## src/rtl/ats_pkg.sv

```systemverilog
// package: register map, field layout and timing for the trigger sequencer
package ats_pkg;

   // ------------------------------------------------------------
   // register byte addresses
   // ------------------------------------------------------------
   localparam logic [7:0] OFS_RES_LO  = 8'h00;
   localparam logic [7:0] OFS_RES_HI  = 8'h04;
   localparam logic [7:0] OFS_CTRL0   = 8'h08;
   localparam logic [7:0] OFS_CTRL1   = 8'h0c;
   localparam logic [7:0] OFS_PINS_LO = 8'h10;
   localparam logic [7:0] OFS_PINS_HI = 8'h14;
   localparam logic [7:0] OFS_DELAY   = 8'h18;
   localparam logic [7:0] OFS_LOW_LO  = 8'h1c;
   localparam logic [7:0] OFS_LOW_HI  = 8'h20;
   localparam logic [7:0] OFS_HIGH_LO = 8'h24;
   localparam logic [7:0] OFS_HIGH_HI = 8'h28;
   localparam logic [7:0] OFS_IRQ     = 8'h2c;

   // ------------------------------------------------------------
   // interrupt control register bit positions
   // ------------------------------------------------------------
   localparam int IRQ_GLOBAL_EN = 0;
   localparam int IRQ_DONE_EN   = 1;
   localparam int IRQ_DONE_FLAG = 2;
   localparam int IRQ_BOUND_FLG = 3;

   // ------------------------------------------------------------
   // widths, reset values and timing
   // ------------------------------------------------------------
   localparam int         RES_W       = 10;
   localparam int         PIN_N       = 9;
   localparam logic [7:0] CTRL0_RST   = 8'h60;
   localparam logic [7:0] CTRL1_RST   = 8'h00;
   localparam logic [8:0] PINS_RST    = 9'h1ff;
   localparam logic [4:0] CONV_CLKS   = 5'h10;
   localparam logic [2:0] DIV_UNDEF   = 3'h7;
   localparam logic [2:0] DIV_MAX     = 3'h6;
   localparam logic [1:0] CMP_LOW     = 2'h1;
   localparam logic [1:0] CMP_HIGH    = 2'h2;
   localparam logic [1:0] CMP_BOTH    = 2'h3;

   // ------------------------------------------------------------
   // carriers
   // ------------------------------------------------------------
   typedef struct packed {
      logic       start_conv_bit;
      logic       conv_busy_flag;
      logic       converter_power_off;
      logic       unused;
      logic [3:0] channel_select;
   } ats_ctrl0_t;

   typedef struct packed {
      logic       trigger_source_select;
      logic       delay_start_enable;
      logic       pwm_event_select;
      logic       high_bound_compare_enable;
      logic       low_bound_compare_enable;
      logic [2:0] clock_divider_select;
   } ats_ctrl1_t;

   typedef struct packed {
      logic [9:0] low_boundary_value;
      logic [9:0] high_boundary_value;
      logic [1:0] mode;
   } ats_bound_t;

endpackage

```

## src/rtl/ats_seq.sv

```systemverilog
// converter trigger sequencer with its wishbone register file
// ------------------------------------------------------------
// Summary of operation
// - pwm mode starts on period or duty event
// - optional delay of count system clocks
// - busy flag clears when conversion ends
// - done flag set at end, interrupt if enabled
// - divider codes give fsys over powers of two
// - power-off bit shuts the converter down
// - compare result to bounds, interrupt on reaching or passing one
// - analog select disables pin digital functions
// - analog select disconnects the pin pull-up
// - analog select overrides port direction
// - start bit rise then fall starts conversion
// - trigger source bit picks software or pwm
// - done interrupt needs global and local enable
// - conversion lasts sixteen converter clocks
// - ten-bit result split over two registers
// - start bit held high resets, busy high
// - four-bit channel select, code 1000 current
// ------------------------------------------------------------
module ats_seq
(
   input  wire logic        clock,
   input  wire logic        rst,
   input  wire logic        wb_cyc_i,
   input  wire logic        wb_stb_i,
   input  wire logic        wb_we_i,
   input  wire logic [7:0]  wb_adr_i,
   input  wire logic [3:0]  wb_sel_i,
   input  wire logic [31:0] wb_dat_i,
   output logic [31:0]      wb_dat_o,
   output logic             wb_ack_o,
   input  wire logic        pwm_period_evt,
   input  wire logic        pwm_duty_evt,
   input  wire logic [9:0]  ana_result,
   output logic             ana_power_off,
   output logic             ana_reset,
   output logic             ana_clk_en,
   output logic             ana_convert,
   output logic [3:0]       ana_channel,
   input  wire logic [8:0]  port_dir_in,
   input  wire logic [8:0]  pullup_req,
   output logic [8:0]       pin_analog,
   output logic [8:0]       pin_digital_en,
   output logic [8:0]       pin_dir_input,
   output logic [8:0]       pin_pullup_en,
   output logic             conv_done_irq,
   output logic             bound_irq
);

   // ------------------------------------------------------------
   // state and registers
   // ------------------------------------------------------------
   typedef enum logic [1:0] {ST_IDLE, ST_DELAY, ST_CONV} ats_state_t;

   ats_state_t          state_q;
   ats_state_t          state_d;
   ats_pkg::ats_ctrl0_t ctrl0_q;
   ats_pkg::ats_ctrl1_t ctrl1_q;
   logic [8:0]          pins_q;
   logic [7:0]          delay_q;
   logic [9:0]          low_q;
   logic [9:0]          high_q;
   logic [9:0]          res_q;
   logic                glob_en_q;
   logic                done_en_q;
   logic                done_flg_q;
   logic                bound_flg_q;
   logic                start_prev_q;
   logic [7:0]          dly_cnt_q;
   logic [7:0]          dly_cnt_d;
   logic [4:0]          tick_cnt_q;
   logic [4:0]          tick_cnt_d;
   logic                busy_d;

   // ------------------------------------------------------------
   // wishbone decode
   // ------------------------------------------------------------
   wire        req      = wb_cyc_i && wb_stb_i;
   wire        wr_lane  = req && wb_we_i && wb_ack_o && wb_sel_i[0];
   wire [7:0]  wd       = wb_dat_i[7:0];
   wire        wr_ctrl0 = wr_lane && (wb_adr_i == ats_pkg::OFS_CTRL0);
   wire        wr_ctrl1 = wr_lane && (wb_adr_i == ats_pkg::OFS_CTRL1);
   wire        wr_pl    = wr_lane && (wb_adr_i == ats_pkg::OFS_PINS_LO);
   wire        wr_ph    = wr_lane && (wb_adr_i == ats_pkg::OFS_PINS_HI);
   wire        wr_dly   = wr_lane && (wb_adr_i == ats_pkg::OFS_DELAY);
   wire        wr_ll    = wr_lane && (wb_adr_i == ats_pkg::OFS_LOW_LO);
   wire        wr_lh    = wr_lane && (wb_adr_i == ats_pkg::OFS_LOW_HI);
   wire        wr_hl    = wr_lane && (wb_adr_i == ats_pkg::OFS_HIGH_LO);
   wire        wr_hh    = wr_lane && (wb_adr_i == ats_pkg::OFS_HIGH_HI);
   wire        wr_irq   = wr_lane && (wb_adr_i == ats_pkg::OFS_IRQ);
   wire [7:0]  irq_rd   = {4'h0, bound_flg_q, done_flg_q,
                           done_en_q, glob_en_q};
   wire [7:0]  rd_byte  =
      (wb_adr_i == ats_pkg::OFS_RES_LO)  ? res_q[7:0] :
      (wb_adr_i == ats_pkg::OFS_RES_HI)  ? {6'h00, res_q[9:8]} :
      (wb_adr_i == ats_pkg::OFS_CTRL0)   ? 8'(ctrl0_q & 8'hef) :
      (wb_adr_i == ats_pkg::OFS_CTRL1)   ? 8'(ctrl1_q) :
      (wb_adr_i == ats_pkg::OFS_PINS_LO) ? pins_q[7:0] :
      (wb_adr_i == ats_pkg::OFS_PINS_HI) ? {7'h00, pins_q[8]} :
      (wb_adr_i == ats_pkg::OFS_DELAY)   ? delay_q :
      (wb_adr_i == ats_pkg::OFS_LOW_LO)  ? low_q[7:0] :
      (wb_adr_i == ats_pkg::OFS_LOW_HI)  ? {6'h00, low_q[9:8]} :
      (wb_adr_i == ats_pkg::OFS_HIGH_LO) ? high_q[7:0] :
      (wb_adr_i == ats_pkg::OFS_HIGH_HI) ? {6'h00, high_q[9:8]} :
      (wb_adr_i == ats_pkg::OFS_IRQ)     ? irq_rd : 8'h00;

   // ------------------------------------------------------------
   // trigger selection
   // ------------------------------------------------------------
   wire powered   = !ctrl0_q.converter_power_off;
   wire start_hi  = ctrl0_q.start_conv_bit;
   // release of the start bit, seen one cycle after the write lands
   wire sw_fall   = start_prev_q && !start_hi;
   wire sw_trig   = !ctrl1_q.trigger_source_select && sw_fall;
   wire pwm_evt   = ctrl1_q.pwm_event_select ? pwm_duty_evt
                                             : pwm_period_evt;
   wire pwm_trig  = ctrl1_q.trigger_source_select && pwm_evt;
   // a zero count with delay on starts at once rather than hanging
   wire dly_go    = ctrl1_q.delay_start_enable && (delay_q != 8'h00);
   wire conv_go   = powered && !start_hi &&
                    (sw_trig || (pwm_trig && !dly_go) ||
                     (state_q == ST_DELAY && dly_cnt_q == 8'h01));
   wire hold_rst  = start_hi || !powered;

   // ------------------------------------------------------------
   // converter clock and end of conversion
   // ------------------------------------------------------------
   logic tick;
   logic bnd_hit;

   ats_clk_div u_div
   (
      .clock   (clock),
      .rst     (rst),
      .restart (conv_go),
      .div_sel (ctrl1_q.clock_divider_select),
      .tick    (tick)
   );

   wire conv_end = (state_q == ST_CONV) && tick &&
                   (tick_cnt_q == 5'(ats_pkg::CONV_CLKS - 5'h01)) &&
                   !hold_rst;

   wire ats_pkg::ats_bound_t bnd =
      '{low_boundary_value:  low_q,
        high_boundary_value: high_q,
        mode: {ctrl1_q.high_bound_compare_enable,
               ctrl1_q.low_bound_compare_enable}};

   ats_bound_cmp u_cmp
   (
      .bnd    (bnd),
      .result (ana_result),
      .hit    (bnd_hit)
   );

   // ------------------------------------------------------------
   // sequencer
   // ------------------------------------------------------------
   always_comb
   begin
      state_d    = state_q;
      dly_cnt_d  = dly_cnt_q;
      tick_cnt_d = tick_cnt_q;
      busy_d     = ctrl0_q.conv_busy_flag;
      case (state_q)
         ST_IDLE:
         begin
            if (conv_go)
            begin
               state_d    = ST_CONV;
               tick_cnt_d = 5'h00;
               busy_d     = 1'b1;
            end
            else if (powered && !start_hi && pwm_trig && dly_go)
            begin
               state_d   = ST_DELAY;
               dly_cnt_d = delay_q;
            end
         end
         ST_DELAY:
         begin
            if (conv_go)
            begin
               state_d    = ST_CONV;
               tick_cnt_d = 5'h00;
               busy_d     = 1'b1;
            end
            else
            begin
               dly_cnt_d = 8'(dly_cnt_q - 8'h01);
            end
         end
         ST_CONV:
         begin
            if (tick)
            begin
               tick_cnt_d = 5'(tick_cnt_q + 5'h01);
            end
            if (conv_end)
            begin
               state_d = ST_IDLE;
               busy_d  = 1'b0;
            end
         end
         default:
         begin
            state_d = ST_IDLE;
         end
      endcase
      // held start bit or power-off aborts whatever is running
      if (hold_rst)
      begin
         state_d = ST_IDLE;
         if (start_hi)
         begin
            busy_d = 1'b1;
         end
      end
   end

   always_ff @(posedge clock or posedge rst)
   begin
      if (rst)
      begin
         state_q      <= ST_IDLE;
         dly_cnt_q    <= 8'h00;
         tick_cnt_q   <= 5'h00;
         start_prev_q <= 1'b0;
      end
      else
      begin
         state_q      <= state_d;
         dly_cnt_q    <= dly_cnt_d;
         tick_cnt_q   <= tick_cnt_d;
         start_prev_q <= start_hi;
      end
   end

   // ------------------------------------------------------------
   // control registers
   // ------------------------------------------------------------
   always_ff @(posedge clock or posedge rst)
   begin
      if (rst)
      begin
         ctrl0_q <= ats_pkg::ats_ctrl0_t'(ats_pkg::CTRL0_RST);
         ctrl1_q <= ats_pkg::ats_ctrl1_t'(ats_pkg::CTRL1_RST);
      end
      else
      begin
         if (wr_ctrl0)
         begin
            ctrl0_q.start_conv_bit      <= wd[7];
            ctrl0_q.converter_power_off <= wd[5];
            ctrl0_q.channel_select      <= wd[3:0];
         end
         ctrl0_q.conv_busy_flag <= busy_d;
         ctrl0_q.unused         <= 1'b0;
         if (wr_ctrl1)
         begin
            ctrl1_q <= ats_pkg::ats_ctrl1_t'(wd);
         end
      end
   end

   always_ff @(posedge clock or posedge rst)
   begin
      if (rst)
      begin
         pins_q  <= ats_pkg::PINS_RST;
         delay_q <= 8'h00;
         low_q   <= 10'h000;
         high_q  <= 10'h000;
      end
      else
      begin
         if (wr_pl)
            pins_q[7:0] <= wd;
         if (wr_ph)
            pins_q[8] <= wd[0];
         if (wr_dly)
            delay_q <= wd;
         if (wr_ll)
            low_q[7:0] <= wd;
         if (wr_lh)
            low_q[9:8] <= wd[1:0];
         if (wr_hl)
            high_q[7:0] <= wd;
         if (wr_hh)
            high_q[9:8] <= wd[1:0];
      end
   end

   // ------------------------------------------------------------
   // result and interrupt flags
   // ------------------------------------------------------------
   // result keeps its old value until busy falls, so a poller that
   // waits for busy low always reads a whole, consistent pair
   always_ff @(posedge clock or posedge rst)
   begin
      if (rst)
      begin
         res_q       <= 10'h000;
         glob_en_q   <= 1'b0;
         done_en_q   <= 1'b0;
         done_flg_q  <= 1'b0;
         bound_flg_q <= 1'b0;
      end
      else
      begin
         if (conv_end)
            res_q <= ana_result;
         if (wr_irq)
         begin
            glob_en_q <= wd[ats_pkg::IRQ_GLOBAL_EN];
            done_en_q <= wd[ats_pkg::IRQ_DONE_EN];
         end
         // set wins over a software clear in the same cycle
         done_flg_q  <= conv_end ||
                        (done_flg_q &&
                         !(wr_irq && !wd[ats_pkg::IRQ_DONE_FLAG]));
         bound_flg_q <= (conv_end && bnd_hit) ||
                        (bound_flg_q &&
                         !(wr_irq && !wd[ats_pkg::IRQ_BOUND_FLG]));
      end
   end

   // ------------------------------------------------------------
   // registered outputs
   // ------------------------------------------------------------
   logic [8:0] pin_an_d;
   logic [8:0] pin_dig_d;
   logic [8:0] pin_dir_d;
   logic [8:0] pin_pu_d;

   for (genvar i = 0; i < ats_pkg::PIN_N; i++)
   begin : g_pin
      assign pin_an_d[i]  = pins_q[i];
      assign pin_dig_d[i] = !pins_q[i];
      assign pin_dir_d[i] = pins_q[i] || port_dir_in[i];
      assign pin_pu_d[i]  = !pins_q[i] && pullup_req[i];
   end

   always_ff @(posedge clock or posedge rst)
   begin
      if (rst)
      begin
         wb_ack_o       <= 1'b0;
         wb_dat_o       <= 32'h0000_0000;
         ana_power_off  <= 1'b1;
         ana_reset      <= 1'b1;
         ana_clk_en     <= 1'b0;
         ana_convert    <= 1'b0;
         ana_channel    <= 4'h0;
         pin_analog     <= ats_pkg::PINS_RST;
         pin_digital_en <= 9'h000;
         pin_dir_input  <= ats_pkg::PINS_RST;
         pin_pullup_en  <= 9'h000;
         conv_done_irq  <= 1'b0;
         bound_irq      <= 1'b0;
      end
      else
      begin
         wb_ack_o       <= req && !wb_ack_o;
         wb_dat_o       <= (req && !wb_ack_o) ? {24'h00_0000, rd_byte}
                                              : wb_dat_o;
         ana_power_off  <= ctrl0_q.converter_power_off;
         ana_reset      <= hold_rst;
         ana_clk_en     <= tick && (state_q == ST_CONV);
         // trails the state by one cycle, in step with ana_clk_en, so
         // the last converter clock pulse still falls inside the window
         ana_convert    <= state_q == ST_CONV;
         ana_channel    <= ctrl0_q.channel_select;
         pin_analog     <= pin_an_d;
         pin_digital_en <= pin_dig_d;
         pin_dir_input  <= pin_dir_d;
         pin_pullup_en  <= pin_pu_d;
         conv_done_irq  <= done_flg_q && done_en_q && glob_en_q;
         bound_irq      <= bound_flg_q && glob_en_q;
      end
   end

endmodule

```

## src/rtl/ats_clk_div.sv

```systemverilog
// converter clock enable divider, power-of-two ratios
module ats_clk_div
(
   input  wire logic       clock,
   input  wire logic       rst,
   input  wire logic       restart,
   input  wire logic [2:0] div_sel,
   output logic            tick
);

   logic [5:0] cnt_q;
   logic [5:0] mask;
   logic [2:0] sel_eff;
   logic       wrap;

   // undefined code is held at the slowest ratio so it stays safe
   assign sel_eff = (div_sel == ats_pkg::DIV_UNDEF) ? ats_pkg::DIV_MAX
                                                     : div_sel;
   assign mask    = 6'(7'h7f >> (3'h7 - sel_eff)) & 6'h3f;
   assign wrap    = (cnt_q & mask) == mask;

   always_ff @(posedge clock or posedge rst)
   begin
      if (rst)
      begin
         cnt_q <= 6'h00;
         tick  <= 1'b0;
      end
      else
      begin
         cnt_q <= restart ? 6'h00 : 6'(cnt_q + 6'h01);
         tick  <= !restart && wrap;
      end
   end

endmodule

```

## src/rtl/ats_bound_cmp.sv

```systemverilog
// boundary comparison of a fresh result against the two limits
module ats_bound_cmp
(
   input  wire ats_pkg::ats_bound_t bnd,
   input  wire logic [9:0]          result,
   output logic                     hit
);

   logic below;
   logic above;

   assign below = result <= bnd.low_boundary_value;
   assign above = result >= bnd.high_boundary_value;
   assign hit   = (bnd.mode == ats_pkg::CMP_LOW)  ? below :
                  (bnd.mode == ats_pkg::CMP_HIGH) ? above :
                  (bnd.mode == ats_pkg::CMP_BOTH) ? (below || above) :
                  1'b0;

endmodule

```

## config.mk

```make
export PLATFORM = sky130hd
export DESIGN_NAME = ats_seq
export DESIGN_NICKNAME = d
export VERILOG_FILES = /design/src/rtl/ats_pkg.sv /design/src/rtl/ats_seq.sv /design/src/rtl/ats_clk_div.sv /design/src/rtl/ats_bound_cmp.sv
export SDC_FILE = /design/constraint.sdc
export NUM_CORES = 1
export LEC_CHECK = 0
export BUFFER_PORTS_ARGS = -buffer_cell sky130_fd_sc_hd__buf_2
export CAP_MARGIN = 20
export CORE_AREA = 2 2 124 126
export DETAILED_ROUTE_END_ITERATION = 8
export DIE_AREA = 0 0 126 128
export PLACE_DENSITY = 0.78
export SYNTH_ARGS = -nofsm -noshare
export SYNTH_HDL_FRONTEND = slang
export SYNTH_SLANG_ARGS = --single-unit
export TNS_END_PERCENT = 1
```

## constraint.sdc

```tcl
create_clock -name clock -period 4.52 [get_ports clock]
set_input_delay 0.452 -clock clock [delete_from_list [all_inputs] [get_ports clock]]
set_output_delay 0.452 -clock clock [all_outputs]
set_load 0.02 [all_outputs]
```

==> Word-level counts from Yosys, hierarchy flattened <==
Index checks and enable logic that the tools add are counted.
{ "classes": {"reduce_logical": 90, "n_lt_le_gt_ge": 2, "n_eq_ne": 28, "bitwise": 1, "n_mux": 36, "n_shift": 1, "add_sub_neg": 4} }
{ "op_table": {"columns": ["operator", "n"], "rows": [
  ["two-way mux 8 bit", 13],
  ["logical AND 1 bit", 46],
  ["== test 8 x 5 -> 1 bit, second input constant", 4],
  ["== test 8 x 6 -> 1 bit, second input constant", 4],
  ["zero test 1 bit", 20],
  ["== test 8 x 4 -> 1 bit, second input constant", 2],
  ["case mux 8 bit (2 select lines)", 1],
  ["logical OR 1 bit", 15],
  [">= comparator 10 bit", 1],
  ["<= comparator 10 bit", 1],
  ["two-way mux 2 bit", 5],
  ["two-way mux 5 bit", 2],
  ["case mux 5 bit (2 select lines)", 1],
  ["== test 8 x 1 -> 1 bit, second input constant", 1],
  ["== test 8 x 3 -> 1 bit, second input constant", 1],
  ["zero test 8 bit", 1],
  ["two-way mux 1 bit", 8],
  ["two-way mux 4 bit", 2],
  ["nonzero test 8 bit", 1],
  ["subtractor 8 x 1 -> 8 bit, second input constant", 1],
  ["right shift 7 x 3 -> 6 bit, first input constant", 1],
  ["adder 6 x 1 -> 6 bit, second input constant", 1],
  ["bitwise AND 6 bit", 1],
  ["== test 2 bit, second input constant", 3],
  ["other kinds (20)", 26]
]} }
{ "word_totals": {"out_inout_bits": 79, "elab_cells": 203, "in_bits": 79, "ff_bits": 144} }

==> Depth between registers and ports, before layout <==
{ "depth": {"word_depth": 13, "mapped_depth": 8, "mapped_depth_nobuf": 7} }

==> Hierarchy <==
A second synthesis with hierarchy kept.
{ "unflattened": {"cells_unflattened": 621, "hier_area_um2": 7094.3} }
{ "modules_own_cells": {"columns": ["mod", "seq_area_each_um2", "area_each_um2", "instances", "cells_each"], "rows": [
  ["ats_seq", 3467.1, 6253.5, 1, 520],
  ["ats_bound_cmp", 0.0, 506.7, 1, 67],
  ["ats_clk_div", 175.2, 334.1, 1, 34]
]} }

==> Worst setup path before layout <==
Ideal clock, no wire load.
{ "synth_path": {"path_kind": "input-to-reg", "startpoint": "input port wb_adr_i[2]", "endpoint": "register pins_q[4], in the netlist pin_an_d[4]", "setup_ns": 0.085, "setup_slack_ns": 2.657, "path_buffers": 2, "arrival_time_ns": 1.778, "path_stages": 6, "t_required_ns": 4.435, "cell_sequence": "buf_2 -> nor4_2 -> and2_1 -> buf_4 -> nand2_2 -> mux2_1"} }
{ "synth_via": {"elab_chain_cells": 2} }
{ "synth_lines": {"columns": ["item", "line_no", "text"], "rows": [
  ["start, declared", "ats_seq.sv:29", "input wire logic [7:0] wb_adr_i,"],
  ["== test 8 x 5 -> 1 bit", "ats_seq.sv:85", "wire wr_pl = wr_lane && (wb_adr_i == ats_pkg::OFS_PINS_LO);"],
  ["logical AND 1 bit", "ats_seq.sv:85", null],
  ["end signal, assigned", "ats_seq.sv:273", "pins_q <= ats_pkg::PINS_RST;"],
  ["end signal, assigned", "ats_seq.sv:281", "pins_q[7:0] <= wd;"],
  ["end, declared", "ats_seq.sv:61", "logic [8:0] pins_q;"]
]} }
No other way between the ends.
A chain may end at the register's enable or synchronous reset.

==> Worst setup path after layout <==
{ "layout_path": {"startpoint": "input port wb_adr_i[2]", "endpoint": "register high_q[0]"} }
{ "layout_via": {"elab_chain_cells": 2} }
{ "layout_lines": {"columns": ["item", "line_no", "text"], "rows": [
  ["== test 8 x 6 -> 1 bit", "ats_seq.sv:90", "wire wr_hl = wr_lane && (wb_adr_i == ats_pkg::OFS_HIGH_LO);"],
  ["logical AND 1 bit", "ats_seq.sv:90", null],
  ["end signal, assigned", "ats_seq.sv:291", "high_q[7:0] <= wd;"],
  ["end, declared", "ats_seq.sv:64", "logic [9:0] high_q;"]
]} }
No other way between the ends.

==> metrics.csv <==
metric,value,unit
status,completed,
cts_buffer_depth,2,
grt_max_degree,112,
syn-cell-area,0.00709,mm^2
clk_pin_slew,0.06,ns
worstPathCellList,buf_2 > inv_1 > nor4b_4 > and2_1 > mux2_1,
coreArea,0.0149,mm^2
synth_seq_cells,144,
synth_top_cell_area_share,0.399,
grt_util_met2,0.339,
critPathArrivalTime,2.76,ns
maxCapViolCount,0,
root_buffer,clkbuf_16,
slew_headroom,0.371,
cts-buffers-inserted,17,
yosys-top-cells-area,"dfrtp_1, dfstp_2, mux2_2, ha_1, buf_4",
fillers,1215,
io_pins,158,
grt_util_all_layers,0.212,
setup_viol,0,
synth_top_area_cell,dfrtp_1,
skew,0.00584,ns
seq_area_frac_synth,0.514,
avgSynthCellArea,11.1,um^2
cts_tree,yes,
synth_cells,636,
busiest_layer,met2,
worstSetupPathType,in2reg,
finalHoldViolations,0,
yosysWarningCount,0,
worstMarginPinSlew,0.944,ns
regToRegSetupSlack,2.33,ns
cellPowerDensity,402,mW/mm^2
dp_hpwl,11800,um
avgRoutedWirePerCell,17.9,um
start_kind,input port,
initial_utilization,0.477,
setup_slack,2.07,ns
fin_crit,2.45,ns
max_freq,0.408,GHz
ant_nets,0,
place_congestion,0.875,
num_antenna_cells,0,
layout-drive-gt1-share,0.340,
yosysUniqueCellTypes,68,
die_area,0.0161,mm^2
path_max_fanout,28,
synthArstFlopShare,1.00,
holdWs,0.220,ns
first_global_vias,5054,
first_pass_iters,7,
synthToLayoutAreaGrowth,16.0,%
ir_worst_vdd,275,uV
clk_latency,0.42,ns
ys.flop_type,dfrtp_1,
dieHeight,128,um
period_share,0.543,
grt-ovfl-total,0,
fp-row-count,45,
antenna_found_initial,0,
grt_pass1_wl,27000,um
synth_commonest_cells,"dfrtp_1, mux2_2, inv_1",
rsz0062_at_grt,false,
cts_setup_buffers,0,
fin_nets,844,
slowest_stage,and2_1,
gr-usage-met1,0.289,
routed_wl,16800,um
yosys.cell_count.top_type,dfrtp_1,
die_w,126,um
leakagePower,3.74,nW
cts.sinks,144,
drc,0,
required,4.82,ns
io_buffers,106,
multiInputGateArea,0.00305,mm^2
final_max_slew_viol_count,0,
critPathMaxStageDelay,0.61,ns
dr_total_vias,5324,
vias_per_cell,5.66,
hold_path.class,in2reg,
met3_usage,0.0426,
setup_tns,0,ns
hold_buffers,0,
layout.area.seq,0.00364,mm^2
endpoint_kind,flop,
place_ws,1.67,ns
cts_resized,0,
synth-edff-count,0,
drt-initial-drc-count,506,
htreeDepth,4,
-- worst paths after layout --
| check | from | to | cells after the start |
|---|---|---|---|
| worst min-delay path | port_dir_in[1] | pin_dir_input[1] | 2 |
| worst max-delay path | wb_adr_i[2] | high_q[0] | 5 |
| worst max register to register | dly_cnt_q[3] | tick_cnt_q[1] | 5 |
| worst min register to register | ctrl0_q[0] | ana_channel[0] | 0 |
| max in group asynchronous | rst | pin_an_d[4] | 3 |
| min in group asynchronous | rst | pin_pullup_en[0] | 2 |
-- worst max-delay path, delay by kind of cell --
kind,cells,cell delay [ns]
buffers and inverters,2,0.80
muxes,1,0.39
and+or+nand+nor,2,1.10
-- flip-flops by register name (all words and copies together), names as in the netlist, 2 cells and up --
register,count
u_div.cnt_q,6
res_q,10
pin_digital_en,9
pin_dir_input,9
pin_analog,9
ana_channel,4
high_q,10
delay_q,8
low_q,10
state_q,2
dly_cnt_q,8
ctrl1_q,6
pin_an_d,9
wb_dat_o,8
pin_pullup_en,9
tick_cnt_q,5
bnd,2
ctrl0_q,6
-- report_power, final --
group	internal [W]	switching (W)	leakage, nW	total, W
Clock	0.000814	0.000542	0.263	0.00136
Combinational	0.000169	0.000257	1.77	0.000425
Sequential	0.00142	0.000106	1.71	0.00152
-- placed cells by master, fill, tap and decap left out, types with 4 or more instances in the layout --
| cell | synthesis | layout |
|---|---|---|
| mux2_2 | 56 | 56 |
| o21ai_0 | 29 | 29 |
| and3_1 | 4 | 4 |
| or2_2 | 11 | 11 |
| nand4_1 | 4 | 4 |
| a222oi_1 | 4 | 4 |
| nor2b_1 | 15 | 15 |
| and2_1 | 10 | 10 |
| nor2_1 | 30 | 30 |
| a211oi_1 | 4 | 4 |
| nand2b_1 | 6 | 6 |
| o21ai_1 | 4 | 4 |
| nor3_1 | 5 | 5 |
| nand3_1 | 19 | 19 |
| clkinvlp_4 | 0 | 5 |
| inv_1 | 46 | 45 |
| nor4_1 | 5 | 5 |
| mux2i_1 | 6 | 6 |
| dfstp_2 | 31 | 31 |
| a21oi_1 | 26 | 26 |
| o211ai_1 | 7 | 7 |
| a22oi_1 | 5 | 5 |
| conb_1 | 1 | 24 |
| ha_1 | 25 | 25 |
| nand2_2 | 4 | 4 |
| o22ai_1 | 6 | 6 |
| xor2_1 | 5 | 5 |
| nand2_1 | 44 | 44 |
| o2bb2ai_1 | 7 | 7 |
| clkbuf_16 | 0 | 17 |
| dfrtp_1 | 113 | 113 |
| a31oi_1 | 13 | 13 |
| buf_2 | 5 | 106 |
-- layout make-up --
class                   count  share of cell area
multi-input cells         424               0.371
clock buffers              20              0.0531
flip-flops and latches    144               0.443
clock inverters            12              0.0167
well taps                 188              0.0286
inverters                  46              0.0216
repair buffers            107              0.0655
-- logic make-up (layout without fill, tap and decap cells) --
group                    count (synthesis)  in the layout  synth area share
AND/OR/NAND/NOR                        174            174             0.140
flip-flops                             144            144             0.514
AO/OA/AOI/OAI                          130            130             0.123
buffers and inverters                   91            185            0.0678
multiplexers                            65             65             0.104
adder cells (fa/ha/maj)                 25             25            0.0441
XOR/XNOR                                 6              6           0.00741
other                                    1             24          0.000529
-- per-layer routing --
metal / vias to the layer above / routed length [um]
li1: 2431 / -
met2: 265 / 8010
met3: 40 / 1220
met1: 2588 / 7190
met4: 0 / 407
met5: - / 0
-- stage by stage --
step / power (W) / util / area (um^2) / std cells
finish: 0.00331 / 0.553 / 8220 / 941
global route: 0.00344 / 0.553 / 8220 / 941
CTS: 0.00331 / 0.553 / 8220 / 941
detailed placement: 0.00196 / 0.514 / 7640 / 909
global placement: 0.00194 / 0.514 / 7640 / 909
floorplan: 0.00182 / - / 7170 / 659
Note: power is estimated with default switching activity, not from simulation.
